$ cat src/pkg/ssr_defines.svh
// secondary status/error register bank: offsets, field positions, reset values
// assumes inclusion by bare name from package and design files
`ifndef SSR_DEFINES_SVH
`define SSR_DEFINES_SVH

`define SSR_ADDR_W 7
`define SSR_WORD_W 16
`define SSR_LIVE_STATUS_ADDR 7'h12
`define SSR_STICKY_ERRORS_ADDR 7'h13

// low bits shared by the live and error words; unmapped reads carry only parity
`define SSR_PARITY_BIT 0
`define SSR_REJECT_BIT 1

// live status fields
`define SSR_CLAMP_INHIBIT_LEVEL_BIT 8
`define SSR_IO_LEVEL_BIT 7
`define SSR_UV_LIVE_BIT 6
`define SSR_OC_COMP_BIT 5
`define SSR_SAT_COMP_BIT 4

// sticky error fields
`define SSR_HARD_RESET_BIT 15
`define SSR_OC_ERR_BIT 14
`define SSR_SAT_ERR_BIT 13
`define SSR_UV_ERR_BIT 12
`define SSR_VER_TIMEOUT_BIT 9
`define SSR_ADC_UPPER_BIT 6
`define SSR_ADC_LOWER_BIT 5
`define SSR_LINK_LOSS_BIT 4

// synchronised inputs: clamp pin, io pin, uv live, oc comp, sat comp
`define SSR_SYNC_W 5
`define SSR_SYNC_CLAMP 0
`define SSR_SYNC_IO 1
`define SSR_SYNC_UV 2
`define SSR_SYNC_OC 3
`define SSR_SYNC_SAT 4

`define SSR_WORD_RESET 16'h0000
`define SSR_FLAG_RESET 1'b0
`define SSR_HARD_RESET_INIT 1'b1

`endif

$ cat src/pkg/ssr_pkg.sv
// types shared by the secondary status/error register bank
// assumes ssr_defines.svh is on the include path
`default_nettype none

`include "ssr_defines.svh"

package ssr_pkg;
  typedef logic [`SSR_WORD_W-1:0] ssr_word_t;
  typedef logic [`SSR_ADDR_W-1:0] ssr_addr_t;
  typedef logic [`SSR_SYNC_W-1:0] ssr_sync_t;
  typedef enum logic [1:0] {
    SSR_SEL_NONE,
    SSR_SEL_LIVE,
    SSR_SEL_ERRORS
  } ssr_sel_t;
endpackage

`default_nettype wire

$ cat src/design/ssr_sync.sv
// two-flop synchroniser bank for pin and comparator levels
// assumes levels are quasi-static relative to ref_clk; no pulse is stretched
`default_nettype none

`include "ssr_defines.svh"

module ssr_sync (
  input wire logic ref_clk,
  input wire logic rst_n,
  input wire ssr_pkg::ssr_sync_t async_in,
  output ssr_pkg::ssr_sync_t sync_out
);
  timeunit 1ns;
  timeprecision 1ps;
  import ssr_pkg::*;

  ssr_sync_t meta_q;
  ssr_sync_t sync_q;

  // meta_q feeds only sync_q
  always_ff @(posedge ref_clk or negedge rst_n) begin
    if (!rst_n) begin
      meta_q <= '0;
      sync_q <= '0;
    end else begin
      meta_q <= async_in;
      sync_q <= meta_q;
    end
  end

  assign sync_out = sync_q;
endmodule

`default_nettype wire

$ cat src/design/ssr_regs.sv
// secondary live status word and sticky error word, read by address
// assumes the frame logic gives rd_en/rd_addr, clear pulses and the reject bit on ref_clk
`default_nettype none

`include "ssr_defines.svh"

module ssr_regs (
  input wire logic ref_clk,
  input wire logic rst_n,
  input wire logic rd_en,
  input wire ssr_pkg::ssr_addr_t rd_addr,
  output ssr_pkg::ssr_word_t rd_data,
  output logic rd_valid,
  input wire logic clr_en,
  input wire ssr_pkg::ssr_word_t clr_mask,
  input wire logic last_frame_rejected,
  input wire logic clamp_inhibit_pin,
  input wire logic secondary_io_pin,
  input wire logic supply_undervoltage_live,
  input wire logic overcurrent_comparator_out,
  input wire logic saturation_comparator_out,
  input wire logic overcurrent_event,
  input wire logic saturation_event,
  input wire logic verification_timeout_event,
  input wire logic adc_upper_bound_event,
  input wire logic adc_lower_bound_event,
  input wire logic primary_link_loss_event
);
  timeunit 1ns;
  timeprecision 1ps;
  import ssr_pkg::*;

  ////////////////////////////////////////////////////////////////////////////
  // helpers

  // odd parity over the whole word: bit 0 makes the count of ones odd
  function automatic ssr_word_t add_parity(input ssr_word_t w);
    ssr_word_t r;
    r = w;
    r[`SSR_PARITY_BIT] = ~(^w[`SSR_WORD_W-1:1]);
    return r;
  endfunction

  // set wins over clear; a blocked clear leaves the flag as it is
  function automatic logic sticky_next(input logic cur, input logic set,
                                       input logic clr, input logic hold);
    logic r;
    r = cur;
    if (set) begin
      r = 1'b1;
    end else if (clr && !hold) begin
      r = 1'b0;
    end
    return r;
  endfunction

  function automatic ssr_sel_t decode(input ssr_addr_t a);
    ssr_sel_t s;
    s = SSR_SEL_NONE;
    if (a == `SSR_LIVE_STATUS_ADDR) begin
      s = SSR_SEL_LIVE;
    end else if (a == `SSR_STICKY_ERRORS_ADDR) begin
      s = SSR_SEL_ERRORS;
    end
    return s;
  endfunction

  ////////////////////////////////////////////////////////////////////////////
  // input synchronisation

  ssr_sync_t raw_levels;
  ssr_sync_t sync_levels;

  always_comb begin
    raw_levels = '0;
    raw_levels[`SSR_SYNC_CLAMP] = clamp_inhibit_pin;
    raw_levels[`SSR_SYNC_IO] = secondary_io_pin;
    raw_levels[`SSR_SYNC_UV] = supply_undervoltage_live;
    raw_levels[`SSR_SYNC_OC] = overcurrent_comparator_out;
    raw_levels[`SSR_SYNC_SAT] = saturation_comparator_out;
  end

  ssr_sync u_sync (
    .ref_clk(ref_clk),
    .rst_n(rst_n),
    .async_in(raw_levels),
    .sync_out(sync_levels)
  );

  logic clamp_inhibit_level;
  logic secondary_io_level;
  logic uv_live;
  logic oc_comp;
  logic sat_comp;

  assign clamp_inhibit_level = sync_levels[`SSR_SYNC_CLAMP];
  assign secondary_io_level = sync_levels[`SSR_SYNC_IO];
  assign uv_live = sync_levels[`SSR_SYNC_UV];
  assign oc_comp = sync_levels[`SSR_SYNC_OC];
  assign sat_comp = sync_levels[`SSR_SYNC_SAT];

  ////////////////////////////////////////////////////////////////////////////
  // sticky error flags

  logic hard_reset_q;
  logic oc_err_q;
  logic sat_err_q;
  logic uv_err_q;
  logic ver_timeout_q;
  logic adc_upper_q;
  logic adc_lower_q;
  logic link_loss_q;

  function automatic logic clr_bit(input logic en, input ssr_word_t m, input int unsigned b);
    return en & m[b];
  endfunction

  // power-up of the secondary supply is what asserts rst_n here
  always_ff @(posedge ref_clk or negedge rst_n) begin
    if (!rst_n) begin
      hard_reset_q <= `SSR_HARD_RESET_INIT;
    end else begin
      hard_reset_q <= sticky_next(hard_reset_q, 1'b0,
                                  clr_bit(clr_en, clr_mask, `SSR_HARD_RESET_BIT), 1'b0);
    end
  end

  // set by the event input; a clear is held off while the synchronised comparator is high
  always_ff @(posedge ref_clk or negedge rst_n) begin
    if (!rst_n) begin
      oc_err_q <= `SSR_FLAG_RESET;
    end else begin
      oc_err_q <= sticky_next(oc_err_q, overcurrent_event,
                              clr_bit(clr_en, clr_mask, `SSR_OC_ERR_BIT), oc_comp);
    end
  end

  always_ff @(posedge ref_clk or negedge rst_n) begin
    if (!rst_n) begin
      sat_err_q <= `SSR_FLAG_RESET;
    end else begin
      sat_err_q <= sticky_next(sat_err_q, saturation_event,
                               clr_bit(clr_en, clr_mask, `SSR_SAT_ERR_BIT), 1'b0);
    end
  end

  // lockout source is the synchronised live monitor itself
  always_ff @(posedge ref_clk or negedge rst_n) begin
    if (!rst_n) begin
      uv_err_q <= `SSR_FLAG_RESET;
    end else begin
      uv_err_q <= sticky_next(uv_err_q, uv_live,
                              clr_bit(clr_en, clr_mask, `SSR_UV_ERR_BIT), uv_live);
    end
  end

  always_ff @(posedge ref_clk or negedge rst_n) begin
    if (!rst_n) begin
      ver_timeout_q <= `SSR_FLAG_RESET;
    end else begin
      ver_timeout_q <= sticky_next(ver_timeout_q, verification_timeout_event,
                                   clr_bit(clr_en, clr_mask, `SSR_VER_TIMEOUT_BIT), 1'b0);
    end
  end

  always_ff @(posedge ref_clk or negedge rst_n) begin
    if (!rst_n) begin
      adc_upper_q <= `SSR_FLAG_RESET;
    end else begin
      adc_upper_q <= sticky_next(adc_upper_q, adc_upper_bound_event,
                                 clr_bit(clr_en, clr_mask, `SSR_ADC_UPPER_BIT), 1'b0);
    end
  end

  always_ff @(posedge ref_clk or negedge rst_n) begin
    if (!rst_n) begin
      adc_lower_q <= `SSR_FLAG_RESET;
    end else begin
      adc_lower_q <= sticky_next(adc_lower_q, adc_lower_bound_event,
                                 clr_bit(clr_en, clr_mask, `SSR_ADC_LOWER_BIT), 1'b0);
    end
  end

  always_ff @(posedge ref_clk or negedge rst_n) begin
    if (!rst_n) begin
      link_loss_q <= `SSR_FLAG_RESET;
    end else begin
      link_loss_q <= sticky_next(link_loss_q, primary_link_loss_event,
                                 clr_bit(clr_en, clr_mask, `SSR_LINK_LOSS_BIT), 1'b0);
    end
  end

  ////////////////////////////////////////////////////////////////////////////
  // word assembly

  ssr_word_t live_word;
  ssr_word_t error_word;

  // reserved bits stay zero from the initial clear
  always_comb begin
    live_word = '0;
    live_word[`SSR_CLAMP_INHIBIT_LEVEL_BIT] = clamp_inhibit_level;
    live_word[`SSR_IO_LEVEL_BIT] = secondary_io_level;
    live_word[`SSR_UV_LIVE_BIT] = uv_live;
    live_word[`SSR_OC_COMP_BIT] = oc_comp;
    live_word[`SSR_SAT_COMP_BIT] = sat_comp;
    live_word[`SSR_REJECT_BIT] = last_frame_rejected;
  end

  always_comb begin
    error_word = '0;
    error_word[`SSR_HARD_RESET_BIT] = hard_reset_q;
    error_word[`SSR_OC_ERR_BIT] = oc_err_q;
    error_word[`SSR_SAT_ERR_BIT] = sat_err_q;
    error_word[`SSR_UV_ERR_BIT] = uv_err_q;
    error_word[`SSR_VER_TIMEOUT_BIT] = ver_timeout_q;
    error_word[`SSR_ADC_UPPER_BIT] = adc_upper_q;
    error_word[`SSR_ADC_LOWER_BIT] = adc_lower_q;
    error_word[`SSR_LINK_LOSS_BIT] = link_loss_q;
    error_word[`SSR_REJECT_BIT] = last_frame_rejected;
  end

  ////////////////////////////////////////////////////////////////////////////
  // read port

  ssr_word_t rd_data_q;
  logic rd_valid_q;
  ssr_word_t sel_word;

  // unmapped addresses answer a zero word, still with valid parity
  always_comb begin
    sel_word = '0;
    case (decode(rd_addr))
      SSR_SEL_LIVE: begin
        sel_word = live_word;
      end
      SSR_SEL_ERRORS: begin
        sel_word = error_word;
      end
      default: begin
        sel_word = '0;
      end
    endcase
  end

  // the captured word is a snapshot; later flag changes do not disturb it
  always_ff @(posedge ref_clk or negedge rst_n) begin
    if (!rst_n) begin
      rd_data_q <= `SSR_WORD_RESET;
    end else if (rd_en) begin
      rd_data_q <= add_parity(sel_word);
    end
  end

  always_ff @(posedge ref_clk or negedge rst_n) begin
    if (!rst_n) begin
      rd_valid_q <= 1'b0;
    end else begin
      rd_valid_q <= rd_en;
    end
  end

  assign rd_data = rd_data_q;
  assign rd_valid = rd_valid_q;
endmodule

`default_nettype wire

$ cat config.mk
export PLATFORM = sky130hd
export DESIGN_NAME = ssr_regs
export DESIGN_NICKNAME = d
export VERILOG_FILES = /design/src/pkg/ssr_pkg.sv /design/src/design/ssr_sync.sv /design/src/design/ssr_regs.sv
export VERILOG_INCLUDE_DIRS = /design/src /design/src/pkg
export SDC_FILE = /design/constraint.sdc
export NUM_CORES = 1
export LEC_CHECK = 0
export BUFFER_PORTS_ARGS = -buffer_cell sky130_fd_sc_hd__buf_2
export CAP_MARGIN = 20
export CORE_ASPECT_RATIO = 1.1
export CORE_MARGIN = 3
export CORE_UTILIZATION = 45
export DETAILED_ROUTE_END_ITERATION = 7
export GPL_TIMING_DRIVEN = 1
export PLACE_DENSITY = 0.76
export SYNTH_ARGS = -nofsm -noshare
export SYNTH_HDL_FRONTEND = slang
export SYNTH_SLANG_ARGS = --single-unit
export TNS_END_PERCENT = 30
$ cat constraint.sdc
create_clock -name ref_clk -period 2.1 [get_ports ref_clk]
set_input_delay 0.105 -clock ref_clk [delete_from_list [all_inputs] [get_ports ref_clk]]
set_output_delay 0.105 -clock ref_clk [all_outputs]
set_load 0.05 [all_outputs]
==> results.ini <==
[detailed_routing]
drt_iter0_markers=14
drt_wl_total_um=2580
routed-via-count=1023
detail_route.vias_per_cell=4.94
route.detailed.wl_per_inst_um=12.4
detail_route.drc_violations=0
drt-pass1-iter-count=4
antenna_violating_nets_post_route=0

[power]
cellLeakagePower_nw=0.890
power_density_nw_per_um2=642
report.power.total_mw=1.11
power.ir.vdd_worst_uv=411

[floorplanning]
rows=20
boundaryPins=56
dieHeight_um=63.0
core_region_area_um2=2800
total_die_area_um2=3640
die_x_um=57.8
floorplan.initialDensity=0.474

[grt]
grt.total_usage=0.164
grt_antenna_before_repair=0
grt_pass1_wl_um=4460
first_global_vias=1055
grt.overflow.total=0
pin_count_of_the_biggest_net_entering_global_routing=32

[cts]
clk_pin_slew_worst_paths_ps=90
cells_resized_by_post_cts_repair=0
latest_clock_arrival_within_the_worst_skew_pair_ps=320
cts_htree_levels=2
cts_tree=built
clock_tree.root_cell=sky130_fd_sc_hd__clkbuf_4
cts_num_sinks=31
numCtsBuffers=5
ctsLongestPathBuffers=2

[sta]
final_min_period_over_clock_period=0.787
setup_viol_count_final=0
finalSetupTns_ps=0
hold_viol=0
finalMaxSlewViolations=0
finalCriticalPeriod_ps=1650
unrepaired_setup_endpoints_after_global_routing=false
finalClockSkew_ps=3.82
slew_headroom=0.563
setup_slack_ps=447
max_freq_ghz=0.605
worstMarginPinSlew_ps=656

[synthesis]
synth-edff-count=0
yosysWarnings=0
ys.flop_type=sky130_fd_sc_hd__dfrtp_1
netlist_area_um2=1330
synth.cells.most_frequent=30 x sky130_fd_sc_hd__dfrtp_1, 20 x sky130_fd_sc_hd__nand2_1, 7 x sky130_fd_sc_hd__o2bb2ai_1
synth.avg_cell_area_um2=11.6
synthDominantAreaCellType=sky130_fd_sc_hd__dfrtp_1
syn_inst=114
synth_cell_types=30
proportion_of_netlist_area_held_by_the_largest_area_contributor=0.566
synthArstFlopShare=1.00
yosysMostFrequentCell=sky130_fd_sc_hd__dfrtp_1
register_bit_total_from_synthesis=31
synth_area_leaders=sky130_fd_sc_hd__dfrtp_1 57%, sky130_fd_sc_hd__nand2_1 5.7%, sky130_fd_sc_hd__o2bb2ai_1 4.6%
register_area_share_after_synthesis=0.585

[worst_hold_path]
holdCritPathClass=in2reg

[placement]
routability_congestion_estimate_from_global_placement=0.738
total_half_perimeter_wirelength_after_legalization_and_detailed_placement_um=1940
io_buffers=43
detailedPlace.worstSlack_ps=466

[setup_path]
path_class=reg2reg
arrival_ps=1900
setup.worst_path.end_class=register
worstSetupStartpointType=register
data_required_time_at_the_worst_endpoint_ps=2340
critical_path_fanout_max=3

[outcome]
run_status=completed

[layout]
finalNetCount=212
finish.utilization=0.617
multi_input_combinational_cell_area_um2=488
n_antenna_cell=0
fillers=246
flow.area_growth_from_synthesis_pct=30.3
layout.area.seq_um2=777
drive_above_1_share=0.305

[run]
drv.max_cap_violation_count=0

-- report_power, final --
| part | internal [mW] | switching (mW) |
|---|---|---|
| registers | 0.617 | 0.0137 |
| clock network | 0.130 | 0.184 |
| logic | 0.0787 | 0.0866 |
-- final timing paths --
kind	startpoint	end	slack (ps)	cells after the start
min in group asynchronous	rst_n	rd_data[8]$_DFFE_PN0P_	340	2
worst min register to register	u_sync.meta_q[0]$_DFF_PN0_	u_sync.sync_out[0]$_DFF_PN0_	350	0
max in group asynchronous	rst_n	oc_err_q$_DFFE_PN0P_	1330	2
worst max register to register	hard_reset_q$_DFFE_PN1P_	rd_data[0]$_DFFE_PN0P_	450	5
worst max-delay path	hard_reset_q$_DFFE_PN1P_	rd_data[0]$_DFFE_PN0P_	450	5
worst min-delay path	clr_mask[12]	uv_err_q$_DFFE_PN0P_	30	4
-- cells in the final DEF (no fill, tap or decap), drive strengths merged, types with 3 or more instances in the layout --
cell type	n
a21o	5
buf	43
clkbuf	7
conb	4
dfrtp	30
dlygate4sd3	14
inv	5
mux2i	3
nand2	20
nor2	6
o21ai	6
o2bb2ai	7
xnor2	3
-- flip-flops by register name, indices dropped and copies added (netlist names) --
signal	flops
rd_data	12
u_sync.meta_q	5
u_sync.sync_out	5
adc_lower_q	1
adc_upper_q	1
hard_reset_q	1
link_loss_q	1
oc_err_q	1
rd_valid	1
sat_err_q	1
uv_err_q	1
ver_timeout_q	1
-- stage by stage --
step	hold WS, ps	area (um2)	instances
6_report	30.8	1730	207
5_1_grt	51.5	1730	207
4_1_cts	7.69	1720	206
3_5_place_dp	177	1540	185
3_3_place_gp	160	1540	185
2_1_floorplan	-191	1340	117
-- per-layer routing --
metal  global-route usage  vias to the layer above  routed length (um)
met2                0.275                       34                1340
met3               0.0475                       10                 157
li1                     -                      492                   -
met4                0.110                        0                  83
met1                0.174                      487                 992
met5                    0                        -                   0
-- layout make-up --
cell class	instances	area share
Tap cell	33	0.0239
Sequential cell	31	0.449
Clock inverter	1	0.00289
Multi-Input combinational cell	73	0.282
Timing Repair Buffer	57	0.205
Inverter	5	0.0108
Clock buffer	7	0.0260
-- timing repair --
item                                   in CTS  in global routing
setup buffers                               0                  0
hold buffers                               13                  1
endpoints found under the hold margin      42                  1
-- worst max-delay path: stages, from the launching register on --
cell and delay, ps:
sky130_fd_sc_hd__dfstp_2 550, sky130_fd_sc_hd__xnor3_1 400, sky130_fd_sc_hd__xnor2_1 130, sky130_fd_sc_hd__nand2_1 80
sky130_fd_sc_hd__and4bb_1 220, sky130_fd_sc_hd__a211oi_2 190
-- logic make-up after synthesis --
kind of cell           after synthesis  synth area share
multiplexers                         4            0.0339
buffers and inverters               13            0.0556
XOR/XNOR                             6            0.0603
flip-flops                          31             0.585
AO/OA/AOI/OAI                       22             0.125
AND/OR/NAND/NOR                     37             0.137
other                                1           0.00282
(Power assumes the default switching activity.)
